File: src/lpi_pkg.sv
// Notes on behaviour
// - Passive modes send dithered one-bit colour values
// - Active modes: blue LSB on line zero
// - Active 16/18 bpp use 16/18 lines
// - Active 24 bpp: 8 lines, three clocks
// - Active data is direct intensity, never dithered
// - Passive mono carries up to 8-bit grey
// - 24-bit active; dual colour eight bits per half
// - Drive 4, 8, 16 or 18 lines
// - Smart reads release lines 7..0 to panel
// - Pixel clock clocks data; smart write strobe
// - Line clock: line end or horizontal sync
// - Smart: line clock selects command or data
// - Frame clock: frame start or vertical sync
// - Smart reads: frame clock is read strobe
// - Bias toggles passive; active data enable
// - Chip select driven for smart panels only
// - Mono single scan uses lines 3..0
// - Double pixel select uses lines 7..0
// - Colour single scan uses lines 7..0
// - Dual scan: top low, bottom above

`default_nettype none

package lpi_pkg;

    // ------------------------------------------------------------
    // Widths and field positions
    // ------------------------------------------------------------
    localparam int DATA_W     = 18;  // Panel data lines
    localparam int PIX_W      = 24;  // Incoming pixel word
    localparam int RD_W       = 8;   // Smart read width
    localparam int BLUE_LSB   = 0;   // Blue byte of pixel word
    localparam int GREEN_LSB  = 8;   // Green byte
    localparam int RED_LSB    = 16;  // Red byte
    localparam int TOP_LSB    = 0;   // Passive top-half bits
    localparam int BOT_LSB    = 8;   // Passive bottom-half bits

    // ------------------------------------------------------------
    // Timing
    // ------------------------------------------------------------
    localparam int CLK_KHZ     = 25000;  // Controller clock
    localparam int PCLK_HALF_NS = 80;    // Pixel clock half period
    localparam int PCLK_HALF_CYC =
        (PCLK_HALF_NS * CLK_KHZ) / 1000000;
    localparam int STROBE_HALVES = 3;    // Smart strobe low time
    localparam logic [1:0] LAST_BEAT_24 = 2'h2; // Third clock

    // ------------------------------------------------------------
    // Modes and states
    // ------------------------------------------------------------
    typedef enum logic [1:0] {
        LPI_PASSIVE = 2'b00,
        LPI_ACTIVE  = 2'b01,
        LPI_SMART   = 2'b10
    } lpi_panel_e;

    typedef enum logic [1:0] {
        LPI_D16 = 2'b00,
        LPI_D18 = 2'b01,
        LPI_D24 = 2'b10
    } lpi_depth_e;

    typedef enum logic [2:0] {
        ST_IDLE   = 3'b000,
        ST_STREAM = 3'b001,
        ST_SETUP  = 3'b010,
        ST_STROBE = 3'b011,
        ST_HOLD   = 3'b100
    } lpi_state_e;

endpackage : lpi_pkg

`default_nettype wire

File: src/lpi_pin_stage.sv
`timescale 1ns/1ps
`default_nettype none

module lpi_pin_stage #(
    parameter int PCLK_HALF = lpi_pkg::PCLK_HALF_CYC,
    parameter int STROBE_HP = lpi_pkg::STROBE_HALVES
) (
    // Clock and reset
    input  wire logic                        clk,
    input  wire logic                        rstn,
    // Mode selection
    input  wire logic [1:0]                  panel_type,
    input  wire logic                        color_panel,
    input  wire logic                        dual_scan,
    input  wire logic                        double_pixel_select,
    input  wire logic [1:0]                  active_depth,
    input  wire logic                        stream_en,
    // Pixel stream
    input  wire logic                        pix_valid,
    input  wire logic [lpi_pkg::PIX_W-1:0]   pix_data,
    input  wire logic                        pix_line_end,
    input  wire logic                        pix_frame_start,
    output logic                             pix_ack,
    // Smart panel transactions
    input  wire logic                        sm_req,
    input  wire logic                        sm_cmd,
    input  wire logic                        sm_read,
    input  wire logic [lpi_pkg::DATA_W-1:0]  sm_wdata,
    output logic                             sm_done,
    output logic [lpi_pkg::RD_W-1:0]         sm_rdata,
    // Panel pins
    output logic [lpi_pkg::DATA_W-1:0]       panel_data_lines_o,
    output logic [lpi_pkg::DATA_W-1:0]       panel_data_lines_oe_n,
    input  wire logic [lpi_pkg::RD_W-1:0]    panel_data_lines_i,
    output logic                             pixel_clock_wr,
    output logic                             line_clock_cmd_select,
    output logic                             frame_clock_read_strobe,
    output logic                             ac_bias,
    output logic                             chip_select,
    input  wire logic                        refresh_sync_i,
    output logic                             refresh_sync
);

    // ------------------------------------------------------------
    // Parameter checks
    // ------------------------------------------------------------
    if (PCLK_HALF < 1 || PCLK_HALF > 255) begin : g_bad_half
        $error("PCLK_HALF out of range");
    end
    if (STROBE_HP < 1 || STROBE_HP > 15) begin : g_bad_strobe
        $error("STROBE_HP out of range");
    end

    // ------------------------------------------------------------
    // Declarations
    // ------------------------------------------------------------
    logic [7:0]                 div_ff;       // Half-period counter
    logic                       hp_en;        // Half-period tick
    lpi_pkg::lpi_state_e        state_ff;     // Sequencer state
    lpi_pkg::lpi_state_e        nxt_state;    // Next state
    logic [1:0]                 beat_ff;      // 24 bpp sub-clock
    logic [3:0]                 strb_ff;      // Strobe half count
    logic                       pclk_ff;      // Pixel clock level
    logic                       loaded_ff;    // Data on lines
    logic                       take;         // Pixel beat taken
    logic                       last_beat;    // Beat ends pixel
    logic [lpi_pkg::DATA_W-1:0] nxt_data;     // Mapped lines
    logic [lpi_pkg::DATA_W-1:0] data_ff;      // Data line drive
    logic [lpi_pkg::DATA_W-1:0] oe_n_ff;      // Line enables
    logic                       lclk_ff;      // Line clock pin
    logic                       fclk_ff;      // Frame clock pin
    logic                       bias_ff;      // Bias pin
    logic                       cs_ff;        // Chip select pin
    logic                       ack_ff;       // Pixel ack pulse
    logic                       done_ff;      // Smart done pulse
    logic [lpi_pkg::RD_W-1:0]   rdata_ff;     // Read data
    logic [lpi_pkg::RD_W-1:0]   rd_s1_ff;     // Read sync stage 1
    logic [lpi_pkg::RD_W-1:0]   rd_s2_ff;     // Read sync stage 2
    logic [lpi_pkg::RD_W-1:0]   rd_s3_ff;     // Read sync stage 3
    logic                       vs_s1_ff;     // Sync stage 1
    logic                       vs_s2_ff;     // Sync stage 2
    logic                       vs_s3_ff;     // Sync stage 3
    logic                       vs_ff;        // Accepted level
    logic                       is_smart;     // Smart panel mode
    logic                       is_active;    // Active panel mode
    logic [7:0]                 blu;          // Pixel blue byte
    logic [7:0]                 grn;          // Pixel green byte
    logic [7:0]                 red;          // Pixel red byte
    logic [7:0]                 top;          // Passive top bits
    logic [7:0]                 bot;          // Passive bottom bits

    assign is_smart  = (panel_type == lpi_pkg::LPI_SMART);
    assign is_active = (panel_type == lpi_pkg::LPI_ACTIVE);
    assign blu = pix_data[lpi_pkg::BLUE_LSB +: 8];
    assign grn = pix_data[lpi_pkg::GREEN_LSB +: 8];
    assign red = pix_data[lpi_pkg::RED_LSB +: 8];
    assign top = pix_data[lpi_pkg::TOP_LSB +: 8];
    assign bot = pix_data[lpi_pkg::BOT_LSB +: 8];

    // ------------------------------------------------------------
    // Pixel clock divider
    // ------------------------------------------------------------
    // Counts controller clocks into half periods
    always_ff @(posedge clk or negedge rstn) begin
        if (!rstn) begin
            div_ff <= 8'h00;
        end else if (hp_en) begin
            div_ff <= 8'h00;
        end else begin
            div_ff <= div_ff + 8'h01;
        end
    end
    assign hp_en = (div_ff == 8'(PCLK_HALF - 1));

    // ------------------------------------------------------------
    // Pin synchronisers
    // ------------------------------------------------------------
    // Three stages; a change counts when stages two and three agree
    always_ff @(posedge clk or negedge rstn) begin
        if (!rstn) begin
            vs_s1_ff <= 1'b0;
            vs_s2_ff <= 1'b0;
            vs_s3_ff <= 1'b0;
            vs_ff    <= 1'b0;
            rd_s1_ff <= 8'h00;
            rd_s2_ff <= 8'h00;
            rd_s3_ff <= 8'h00;
        end else begin
            vs_s1_ff <= refresh_sync_i;
            vs_s2_ff <= vs_s1_ff;
            vs_s3_ff <= vs_s2_ff;
            rd_s1_ff <= panel_data_lines_i;
            rd_s2_ff <= rd_s1_ff;
            rd_s3_ff <= rd_s2_ff;
            // Refresh sync only meaningful for smart panels
            if (vs_s2_ff == vs_s3_ff) begin
                vs_ff <= vs_s3_ff & is_smart;
            end
        end
    end

    // ------------------------------------------------------------
    // Data line mapping
    // ------------------------------------------------------------
    // Places one beat of the current pixel on the lines
    always_comb begin
        nxt_data = 18'h0_0000;
        if (is_active) begin
            // Direct intensity, no dithering
            unique case (active_depth)
                lpi_pkg::LPI_D18: begin
                    nxt_data = {red[7:2], grn[7:2], blu[7:2]};
                end
                lpi_pkg::LPI_D24: begin
                    // Blue, green, red over three clocks
                    if (beat_ff == 2'h0) begin
                        nxt_data = {10'h000, blu};
                    end else if (beat_ff == 2'h1) begin
                        nxt_data = {10'h000, grn};
                    end else begin
                        nxt_data = {10'h000, red};
                    end
                end
                default: begin
                    nxt_data = {2'h0, red[7:3], grn[7:2], blu[7:3]};
                end
            endcase
        end else if (!color_panel) begin
            // Monochrome: one grey bit per line per clock
            if (dual_scan) begin
                nxt_data = {10'h000, bot[3:0], top[3:0]};
            end else if (double_pixel_select) begin
                nxt_data = {10'h000, top};
            end else begin
                nxt_data = {14'h0000, top[3:0]};
            end
        end else if (dual_scan) begin
            // Colour dual scan: eight bits per half
            nxt_data = {2'h0, bot, top};
        end else begin
            nxt_data = {10'h000, top};
        end
    end

    // ------------------------------------------------------------
    // Sequencer
    // ------------------------------------------------------------
    assign last_beat = !(is_active
        && active_depth == lpi_pkg::LPI_D24)
        || beat_ff == lpi_pkg::LAST_BEAT_24;
    // Beat taken on a falling half, or into empty lines with clock low
    assign take = (state_ff == lpi_pkg::ST_STREAM) && hp_en
        && (pclk_ff || !loaded_ff) && pix_valid;

    // Next state on half-period ticks
    always_comb begin
        nxt_state = state_ff;
        unique case (state_ff)
            lpi_pkg::ST_IDLE: begin
                if (hp_en && is_smart && sm_req) begin
                    nxt_state = lpi_pkg::ST_SETUP;
                end else if (hp_en && !is_smart && stream_en) begin
                    nxt_state = lpi_pkg::ST_STREAM;
                end
            end
            lpi_pkg::ST_STREAM: begin
                // Leave only with the clock low
                if (hp_en && !pclk_ff && (is_smart || !stream_en)) begin
                    nxt_state = lpi_pkg::ST_IDLE;
                end
            end
            lpi_pkg::ST_SETUP: begin
                if (hp_en) begin
                    nxt_state = lpi_pkg::ST_STROBE;
                end
            end
            lpi_pkg::ST_STROBE: begin
                if (hp_en && strb_ff == 4'(STROBE_HP - 1)) begin
                    nxt_state = lpi_pkg::ST_HOLD;
                end
            end
            lpi_pkg::ST_HOLD: begin
                if (hp_en) begin
                    nxt_state = lpi_pkg::ST_IDLE;
                end
            end
            default: begin
                nxt_state = lpi_pkg::ST_IDLE;
            end
        endcase
    end

    // State, beat and strobe counters
    always_ff @(posedge clk or negedge rstn) begin
        if (!rstn) begin
            state_ff <= lpi_pkg::ST_IDLE;
            beat_ff  <= 2'h0;
            strb_ff  <= 4'h0;
        end else begin
            state_ff <= nxt_state;
            if (state_ff != lpi_pkg::ST_STREAM) begin
                beat_ff <= 2'h0;
            end else if (take) begin
                beat_ff <= last_beat ? 2'h0 : beat_ff + 2'h1;
            end
            if (state_ff != lpi_pkg::ST_STROBE) begin
                strb_ff <= 4'h0;
            end else if (hp_en) begin
                strb_ff <= strb_ff + 4'h1;
            end
        end
    end

    // ------------------------------------------------------------
    // Data lines and their enables
    // ------------------------------------------------------------
    always_ff @(posedge clk or negedge rstn) begin
        if (!rstn) begin
            data_ff   <= 18'h0_0000;
            oe_n_ff   <= 18'h0_0000;
            loaded_ff <= 1'b0;
        end else if (state_ff == lpi_pkg::ST_SETUP) begin
            if (sm_read) begin
                // Hand lines 7..0 to the panel
                oe_n_ff <= 18'h0_00FF;
                data_ff <= 18'h0_0000;
            end else begin
                oe_n_ff <= 18'h0_0000;
                data_ff <= sm_wdata;
            end
        end else if (state_ff == lpi_pkg::ST_IDLE) begin
            // Lines driven low while quiet
            oe_n_ff   <= 18'h0_0000;
            data_ff   <= 18'h0_0000;
            loaded_ff <= 1'b0;
        end else if (state_ff == lpi_pkg::ST_STREAM && hp_en && (pclk_ff || !loaded_ff)) begin
            // Falling half: present the next beat or starve
            loaded_ff <= pix_valid;
            if (pix_valid) begin
                data_ff <= nxt_data;
            end
        end
    end

    // ------------------------------------------------------------
    // Pixel clock and write strobe
    // ------------------------------------------------------------
    always_ff @(posedge clk or negedge rstn) begin
        if (!rstn) begin
            pclk_ff <= 1'b0;
        end else if (is_smart) begin
            // Write strobe, active low
            pclk_ff <= !(state_ff == lpi_pkg::ST_STROBE && !sm_read);
        end else if (state_ff != lpi_pkg::ST_STREAM) begin
            pclk_ff <= 1'b0;
        end else if (hp_en) begin
            // Rises only over loaded data; pauses when starved
            pclk_ff <= pclk_ff ? 1'b0 : loaded_ff;
        end
    end

    // ------------------------------------------------------------
    // Line clock, frame clock, bias and chip select
    // ------------------------------------------------------------
    always_ff @(posedge clk or negedge rstn) begin
        if (!rstn) begin
            lclk_ff <= 1'b0;
            fclk_ff <= 1'b0;
            bias_ff <= 1'b0;
            cs_ff   <= 1'b0;
        end else if (is_smart) begin
            // Transaction select: low command, high data
            if (state_ff == lpi_pkg::ST_SETUP) begin
                lclk_ff <= !sm_cmd;
            end
            // Read strobe, active low
            fclk_ff <= !(state_ff == lpi_pkg::ST_STROBE && sm_read);
            cs_ff   <= (state_ff != lpi_pkg::ST_IDLE);
            bias_ff <= 1'b0;
        end else begin
            cs_ff <= 1'b0;
            if (state_ff != lpi_pkg::ST_STREAM) begin
                lclk_ff <= 1'b0;
                fclk_ff <= 1'b0;
                if (is_active) begin
                    bias_ff <= 1'b0;
                end
            end else if (hp_en && (pclk_ff || !loaded_ff)) begin
                // Marks held for the beat they travel with
                if (pix_valid) begin
                    lclk_ff <= pix_line_end && last_beat;
                    fclk_ff <= pix_frame_start && beat_ff == 2'h0;
                end else begin
                    lclk_ff <= 1'b0;
                    fclk_ff <= 1'b0;
                end
                if (is_active) begin
                    // Data enable for the panel latch
                    bias_ff <= pix_valid;
                end else if (pix_valid && pix_frame_start) begin
                    // Polarity swap once per frame
                    bias_ff <= !bias_ff;
                end
            end
        end
    end

    // ------------------------------------------------------------
    // Handshake answers
    // ------------------------------------------------------------
    always_ff @(posedge clk or negedge rstn) begin
        if (!rstn) begin
            ack_ff   <= 1'b0;
            done_ff  <= 1'b0;
            rdata_ff <= 8'h00;
        end else begin
            ack_ff  <= take && last_beat;
            done_ff <= (state_ff == lpi_pkg::ST_HOLD) && hp_en;
            // Capture once the read lines have settled
            if (state_ff == lpi_pkg::ST_HOLD && sm_read && hp_en
                && rd_s2_ff == rd_s3_ff) begin
                rdata_ff <= rd_s3_ff;
            end
        end
    end

    // ------------------------------------------------------------
    // Outputs
    // ------------------------------------------------------------
    assign pix_ack                 = ack_ff;
    assign sm_done                 = done_ff;
    assign sm_rdata                = rdata_ff;
    assign panel_data_lines_o      = data_ff;
    assign panel_data_lines_oe_n   = oe_n_ff;
    assign pixel_clock_wr          = pclk_ff;
    assign line_clock_cmd_select   = lclk_ff;
    assign frame_clock_read_strobe = fclk_ff;
    assign ac_bias                 = bias_ff;
    assign chip_select             = cs_ff;
    assign refresh_sync            = vs_ff;

endmodule // lpi_pin_stage

`default_nettype wire

File: config.mk
export PLATFORM = sky130hd
export DESIGN_NAME = lpi_pin_stage
export DESIGN_NICKNAME = d
export VERILOG_FILES = /design/src/lpi_pkg.sv /design/src/lpi_pin_stage.sv
export SDC_FILE = /design/constraint.sdc
export NUM_CORES = 1
export LEC_CHECK = 0
export BUFFER_PORTS_ARGS = -buffer_cell sky130_fd_sc_hd__buf_4
export CAP_MARGIN = 0
export CORE_ASPECT_RATIO = 0.6
export CORE_UTILIZATION = 40
export CTS_CLUSTER_SIZE = 25
export DETAILED_ROUTE_END_ITERATION = 6
export HOLD_SLACK_MARGIN = 0.03
export PLACE_DENSITY_LB_ADDON = 0.12
export SYNTH_ARGS = -nofsm -noshare
export SYNTH_HDL_FRONTEND = slang
export SYNTH_SLANG_ARGS = --single-unit
File: constraint.sdc
create_clock -name clk -period 2.2 [get_ports clk]
set_input_delay 0.11 -clock clk [delete_from_list [all_inputs] [get_ports clk]]
set_output_delay 0.11 -clock clk [all_outputs]
set_load 0.05 [all_outputs]
Word-level counts from Yosys, hierarchy flattened
Cells that the tools add are included.
Storage, ports and cells
  register bits: 97
  input bits: 67
  output and inout bits: 52
  logic and storage cells: 153
Operators by class
  $add $sub $neg: 3
  equality and inequality tests: 24
  mux-type cells: 51
  bitwise logic cells: 2
  reductions and logical operators: 51
Operators with widths (count)
  $mux 18: 9
  $mux 8: 6
  $pmux 18 s2: 1
  $logic_and 1x1->1: 22
  $mux 1: 22
  $mux 3: 6
  $mux 16: 1
  $pmux 3 s5: 1
  $reduce_bool 3->1: 5
  $logic_not 1->1: 10
  $add 8x1->8 const B: 1
  $eq 8x1->1 const B: 1
  $eq 8x8->1: 1
  $mux 4: 2
  $reduce_bool 2->1: 4
  $eq 2x1->1 const B: 3
  $eq 2x2->1 const B: 3
  $eq 3x2->1 const B: 2
  $mux 2: 3
  $ne 2x2->1 const B: 3
  $ne 3x3->1 const B: 2
  $reduce_and 2->1: 3
  $reduce_and 5->1: 1
  $add 4x1->4 const B: 1
  other kinds (15): 18

Logic depth before layout (Yosys ltp)
Gate-level depths: netlist of run 1.
  word-level depth: 9
  mapped depth: 9
  mapped depth without buffers: 7

Worst setup path before layout of run 1
No wires, ideal clock.
  kind: reg-to-reg
  start point: reg div_ff[1]
  end point: reg rdata_ff, in the netlist sm_rdata[0]
  setup time: 0.125 ns
  data arrival time: 1.787 ns
  data required time: 2.075 ns
  slack: 0.288 ns
  cell stages (with the launch flop): 7
  buffers on the path: 0
  clock period less this slack: 1.912 ns
  cell sequence: dfrtp_1 > inv_1 > ha_1 > nor4b_2 > nand2_2 > nor4_4 > mux2_2
On the way
  word-level cells in the longest chain between the ends: 3
Ends and longest elaborated chain
  from (decl): RTL line lpi_pin_stage.sv:57  | logic [7:0] div_ff;
  from (signal assigned): RTL line lpi_pin_stage.sv:110  | div_ff <= div_ff + 8'h01;
  $eq 8x1->1: RTL line lpi_pin_stage.sv:113  | assign hp_en = (div_ff == 8'(PCLK_HALF - 1));
  $logic_and 1x1->1: RTL line lpi_pin_stage.sv:360  | if (state_ff == lpi_pkg::ST_HOLD && sm_read && hp_en
  $logic_and 1x1->1: RTL line lpi_pin_stage.sv:361  | && rd_s2_ff == rd_s3_ff) begin
  to (signal assigned): RTL line lpi_pin_stage.sv:362  | rdata_ff <= rd_s3_ff;
  to (decl): RTL line lpi_pin_stage.sv:76  | logic [lpi_pkg::RD_W-1:0] rdata_ff;
Every way passes these cells.
A chain may end at the register's enable or synchronous reset.

Final worst setup path of run 1
  start point: reg div_ff[1]
  end point: reg rdata_ff, in the netlist sm_rdata[1]
The elaborated chain is that of the path after synthesis.

==> metrics.yaml, run 1 <==
route.detailed.drc: 0
endpoint_kind: "register"
r2r-start: "div_ff[1]$_DFF_PN0_"
die_area_um2: 10600
gr-total-overflow: 0
setup_viol: 0
crit_slowest_cell: "dfrtp_1"
cellInternalPower_mw: 3.47
wire_per_inst_um: 16.4
startpoint: "div_ff[1]$_DFF_PN0_"
fin_total_pwr_mw: 6.01
rsz0062_at_grt: "no"
drv_slew: 0
finalCritPeriodShare_pct: 94.2
wl_um: 11000
first_global_vias: 3214
syn-cell-area_um2: 4080
pin_count: 119
path_clk_slew_ns: 0.06
cts-root-buf: "clkbuf_16"
wl_met1_um: 5670
hp-class: "in -> reg"
topRoutingLayerUsed: "met4"
die_y_um: 80.3
nets: 607
track_usage_pct: 21.5
muxShareOfSynthArea_pct: 6.65
layout-drive-gt1-share_pct: 30.9
start_util_pct: 41.3
power_frac_comb_pct: 42.5
clkSinkCount: 80
worst_skew_pair.late_latency_ns: 0.33
vias: 3485
setup_tns_ns: 0
rows: 28
place_ws_ns: 0.126
synth_warnings: 0
cts_setup_buffers: 0
layout_setup_ws_ns: 0.128
p_sw_share_pct: 42.2
crit_family: "simple AND/OR/NAND/NOR gates"
area_growth_pct: 32.7
synth_top_family_by_area: "compound AO/OA/AOI/OAI gates"
crit_arrival_ns: 2.28
slowest_delay_ns: 0.42
async_flop_share_pct: 100
yosysUniqueCellTypes: 40
clock_power_share_pct: 25.1
layout_commonest_cell: "buf_4"
cts_hold_buffers: 10
synth_top_cell_area_share_pct: 49.0
worst_ir_drop_vdd_uv: 795
first_pass_iters: 5
max_slew_margin_pct: 65.6
crit_type: "reg -> reg"
maxCapViolCount: 0
post-route-min-period_ns: 2.07
via_per_inst: 5.21
synthSimpleGateAreaFrac_pct: 14.9
cp-start-kind: "register"
p_leak_nw: 2.54
syn_inst: 413
wl_met3_um: 862
p_sw_mw: 2.54
status: "finished clean"
synth_edf_count: 0
cts_buffers: 9
ant_nets: 0
tightest_slew_ns: 0.516
ys_top_cells_by_area: "dfrtp_1 49%, mux2_2 4.7%, nor2_1 4.0%"
synth_fa_ha_area_share_pct: 3.37
drt_iter0_markers: 250
synth_compound_area_share_pct: 15.9
grt_max_degree: 37
synthFlopType: "dfrtp_1"
p_per_area_nw_per_um2: 1110
met2_length_um: 4390
ctsResizeCount: 0
synth_xor_xnor_area_share_pct: 3.65
timing_hold_violations_final: 0
routabilityCongestion: 0.912
place_inst: 643
hpwl_um: 8330
antenna_found_initial: 0
path_buf_inv: 2
max_freq_mhz: 483
die_w_um: 132
core_area_um2: 9880
final_cells: 669
diodes: 0
crit_required_ns: 2.41
h-tree-depth: 3
clk_path_buf_depth: 2
final.setup_skew_ns: 0.00692
yosys.area.top_type: "dfrtp_1"
ys_ff_latch: 80
path_cells: "inv_1, ha_1, nor4b_2, nand2_2, nor4_4, buf_4, mux2_2"
cts_tree: "built"
worst-path-max-fanout: 8
ys_seq_area_share_pct: 49.0
port_buffers: 108
p_seq_share_pct: 32.4
layout_common_cells: "121 x buf_4, 80 x dfrtp_1, 43 x nor2_1"
grt_pass1_wl_um: 17300
syn_avg_cell_area_um2: 9.89
min_from: "sm_wdata[16]"
## worst register-to-register path, delay by kind of cell (launching register included)
kind                     cells  cell delay (ns)
adder cells (fa/ha/maj)      1             0.13
buffers and inverters        2             0.29
AND/OR/NAND/NOR              3             0.77
multiplexers                 1             0.35
flip-flops                   1             0.42
## registers in the layout (all words and copies together), names as in the netlist, 2 cells and up
name,count
sm_rdata,8
div_ff,8
rd_s2_ff,8
rd_s1_ff,8
rd_s3_ff,8
state_ff,3
beat_ff,2
panel_data_lines_o,18
strb_ff,4
## path summary, 6_finish.rpt
| check | cells past startpoint | to | slack, ns |
|---|---|---|---|
| setup / recovery | 7 | sm_rdata[1]$_DFFE_PN0P_ | 0.13 |
| hold / removal | 3 | panel_data_lines_o[16]$_DFFE_PN0P_ | 0.09 |
| setup reg to reg | 7 | sm_rdata[1]$_DFFE_PN0P_ | 0.13 |
| hold reg to reg | 0 | rd_s2_ff[4]$_DFF_PN0_ | 0.35 |
| max in group asynchronous | 3 | rd_s2_ff[2]$_DFF_PN0_ | 1.22 |
| min in group asynchronous | 2 | strb_ff[1]$_DFFE_PN0P_ | 0.28 |
## power groups by stage
stage / combinational (mW) / sequential, mW / clock (mW)
4_1_cts: 2.55 / 1.95 / 1.56
6_report: 2.55 / 1.95 / 1.51
5_1_grt: 2.72 / 1.99 / 1.63
3_3_place_gp: 2.52 / 1.96 / 0
3_5_place_dp: 2.52 / 1.97 / 0
2_1_floorplan: 1.15 / 2.57 / 0
## cell usage after synthesis (3+ instances only)
library cell  instances
nor2_1               43
xnor2_1              10
ha_1                 11
a31oi_1               3
nand3_1              14
buf_4                17
and3_1                4
a22oi_1              18
mux2i_1               8
nand2b_1              3
dfrtp_1              80
o21ai_0              21
mux2_2               17
clkbuf_1             12
nor3_1                3
nor2b_1               6
a21oi_1              29
inv_1                15
nand2_1              40
buf_2                 7
a221oi_1             13
o2111ai_1             3
a211oi_1              7
xor2_1                7
## logic make-up (layout without fill, tap and decap cells)
kind of cell               after synthesis  count (layout)
AOI/OAI and AO/OA                      101             101
other                                    1              10
and+or+nand+nor                        127             127
buffers and inverters                   51             163
DFF                                     80              80
muxes                                   25              25
xor gates and xnor gates                17              17
adders and majority gates               11              11
## cell type report
| class | count | area, um^2 |
|---|---|---|
| fillers | 881 | 4460 |
| inverters | 15 | 56.3 |
| clock buffers | 10 | 239 |
| well taps | 135 | 169 |
| clock inverters | 6 | 67.6 |
| repair buffers | 132 | 1030 |
| flip-flops and latches | 80 | 2000 |
| multi-input cells | 291 | 1860 |
## stage by stage
| stage | instance area [um^2] | hold slack (ns) | utilization [%] |
|---|---|---|---|
| 6_report | 5420 | 0.0867 | 54.8 |
| 5_1_grt | 5420 | 0.0749 | 54.8 |
| 4_1_cts | 5420 | 0.0736 | 54.8 |
| 3_5_place_dp | 5010 | 0.0996 | 50.7 |
| 3_3_place_gp | 5010 | 0.0974 | 50.7 |
| 2_1_floorplan | 4120 | -0.186 | - |
## routing by layer
| layer | up-vias | global-route usage (%) |
|---|---|---|
| met5 | - | 0 |
| met2 | 149 | 28.7 |
| met4 | 0 | 3.79 |
| met3 | 5 | 5.62 |
| li1 | 1662 | - |
| met1 | 1669 | 34.0 |
(Power assumes the default switching activity.)
==> run 2: changes to the inputs <==
--- a/config.mk
+++ b/config.mk
@@ -5,8 +5,9 @@
 export SDC_FILE = /design/constraint.sdc
 export NUM_CORES = 1
 export LEC_CHECK = 0
+export ABC_AREA = 1
 export BUFFER_PORTS_ARGS = -buffer_cell sky130_fd_sc_hd__buf_4
-export CAP_MARGIN = 0
+export CAP_MARGIN = 25
 export CORE_ASPECT_RATIO = 0.6
 export CORE_UTILIZATION = 40
 export CTS_CLUSTER_SIZE = 25
==> run 2 against run 1 <==
Compared with the run above: final cell count rose by 29%; synthesized cell count rose by 46%; highest routed layer unchanged; worst setup slack improved by 0.23 ns; the run now ends with DRC left; via count rose by 20%; sequential power fell by 5%.
==> metrics.yaml, run 2 <==
crit_path_frequent_cell: "nand2_1"
slowest_delay_ns: 0.41
hpwl_um: 8840
finalCritPeriodShare_pct: 83.7
clk_path_buf_depth: 2
die_w_um: 138
first_pass_iters: 7
final.fill_count: 1018
p_per_area_nw_per_um2: 1040
crit_slowest_cell: "dfrtp_1"
setup_tns_ns: 0
antenna_found_initial: 0
synth_compound_area_share_pct: 8.50
hp-class: "in -> reg"
synth_commonest_cells: "239 x nand2_1, 80 x dfrtp_1, 60 x inv_1, 40 x a21oi_1, 37 x nand3_1"
cts-root-buf: "clkbuf_16"
syn_inst: 602
h-tree-depth: 3
worst_skew_pair.late_latency_ns: 0.34
synth_warnings: 0
yosysMostFrequentCell: "nand2_1"
cts_buffers: 9
p_leak_nw: 3.18
layout_common_cells: "239 x nand2_1, 114 x buf_4, 80 x dfrtp_1"
rsz0062_at_grt: "no"
cp-start-kind: "register"
path_cells: "inv_1, ha_1, inv_1, nor2_1, nand2_1, nor3_4, nand2_4, nand2_1, nand2_1"
synth_xor_xnor_area_share_pct: 0.785
die_y_um: 83.8
ys_seq_area_share_pct: 44.9
ant_nets: 0
ys_top_cells_by_area: "dfrtp_1 45%, nand2_1 20%, inv_1 5.0%"
async_flop_share_pct: 100
area_growth_pct: 29.2
layout_commonest_cell: "nand2_1"
timing_hold_violations_final: 0
die_area_um2: 11600
crit_family: "simple AND/OR/NAND/NOR gates"
rows: 29
layout-drive-gt1-share_pct: 20.7
start_util_pct: 41.7
drt_iter0_markers: 261
area.sequential_um2: 2000
crit_required_ns: 2.43
multi_input_area_um2: 2030
yosysUniqueCellTypes: 36
cts_tree: "built"
drv_slew: 0
status: "finished with violations"
via_per_inst: 4.86
endpoint_kind: "register"
worst-path-max-fanout: 9
path_clk_slew_ns: 0.06
diodes: 0
postLayoutCoreUtil_pct: 53.9
route.detailed.drc: 8
post-route-min-period_ns: 1.84
nets: 794
gr-total-overflow: 0
synthSimpleGateAreaFrac_pct: 32.2
grt_pass1_wl_um: 19500
crit_type: "reg -> reg"
violations: "DRC"
syn_avg_cell_area_um2: 7.41
synth_edf_count: 0
path_buf_inv: 2
core_area_um2: 10700
routabilityCongestion: 0.926
max_slew_margin_pct: 56.7
ys_ff_latch: 80
track_usage_pct: 21.5
synth_fa_ha_area_share_pct: 3.08
syn-cell-area_um2: 4460
final.setup_skew_ns: 0.00759
pin_count: 119
port_buffers: 108
max_freq_mhz: 543
vias: 4182
maxCapViolCount: 0
muxShareOfSynthArea_pct: 0
synth_top_cell_area_share_pct: 44.9
worst_ir_drop_vdd_uv: 589
grt_max_degree: 48
wl_um: 11700
first_global_vias: 3918
synthFlopType: "dfrtp_1"
clkSinkCount: 80
yosys.area.top_type: "dfrtp_1"
wire_per_inst_um: 13.6
setup_viol: 0
largest_register_ffs: 18
crit_arrival_ns: 2.07
tightest_slew_ns: 0.649
synth_top_family_by_area: "simple AND/OR/NAND/NOR gates"
## run 2: cell count changes in the layout (fill, tap and decap cells not counted), moves of 6 or more
cell      change
nor2_1       -11
mux2_2       -17
a211oi_1      -7
a221oi_1     -13
nor2b_1       -6
nand2_1     +199
nand3_1      +23
a21oi_1      +11
inv_1        +45
buf_4         -7
a22oi_1      -18
mux2i_1       -8
xnor2_1      -10
## run 2: cell families (layout without fill, tap and decap cells)
logic type	count (synthesis)	after routing
simple gates	334	334
buf+inv	99	209
flops	80	80
compound gates	73	73
fa+ha+maj	11	11
xor+xnor	4	4
other cells	1	10
## run 2: final cells by class
cell class / count / share of cell area [%]
multi-input combinational: 432 / 35.1
sequential: 80 / 34.7
clock buffer: 9 / 3.91
clock inverter: 7 / 1.76
timing repair buffer: 125 / 16.9
inverter: 68 / 4.51
tap: 139 / 3.02
## run 2: routing by layer
layer	GRT usage (%)	wire, um
met1	31.2	5890
met2	30.9	4860
met3	5.57	833
met4	6.74	119
met5	0	0
## run 2: power breakdown
group	switching (mW)	total, mW	internal (mW)
logic	1.75	2.47	0.725
clock network	0.654	1.66	1.01
registers	0.172	1.86	1.69
total	2.57	6.00	3.42
## run 2: path summary, 6_finish.rpt
path                                        from                           endpoint  slack (ns)  cells past startpoint
setup / recovery             div_ff[1]$_DFF_PN0_            sm_rdata[3]$_DFFE_PN0P_        0.36                      9
hold / removal                         pix_valid                  pix_ack$_DFF_PN0_        0.05                      3
setup reg to reg             div_ff[1]$_DFF_PN0_            sm_rdata[3]$_DFFE_PN0P_        0.36                      9
hold reg to reg            rd_s1_ff[0]$_DFF_PN0_              rd_s2_ff[0]$_DFF_PN0_        0.35                      0
max in group asynchronous                   rstn  panel_data_lines_o[7]$_DFFE_PN0P_        1.25                      3
min in group asynchronous                   rstn           refresh_sync$_DFFE_PN0N_        0.34                      2
## run 2: stage by stage
| stage | area (um^2) | power (mW) | std cells | setup slack, ns | hold slack [ns] |
|---|---|---|---|---|---|
| 2_1_floorplan | 4500 | 3.67 | 611 | 0.630 | -0.186 |
| 3_3_place_gp | 5340 | 4.33 | 834 | 0.481 | 0.164 |
| 3_5_place_dp | 5340 | 4.35 | 834 | 0.387 | 0.170 |
| 4_1_cts | 5760 | 6.05 | 860 | 0.360 | 0.0419 |
| 5_1_grt | 5760 | 6.35 | 860 | 0.122 | 0.0624 |
| 6_report | 5760 | 6.00 | 860 | 0.358 | 0.0503 |
## run 2: tightest hold or removal path, stage by stage
cell and delay (ns):
buf_4 0.14, nand2_1 0.07, nor2_1 0.04
## run 2: repair_timing
action | 4_1_cts | 5_1_grt
hold endpoints to repair | 55 | 0
resized for setup | 0 | 0
hold buffers | 10 | 0
buffers inserted | 0 | 0
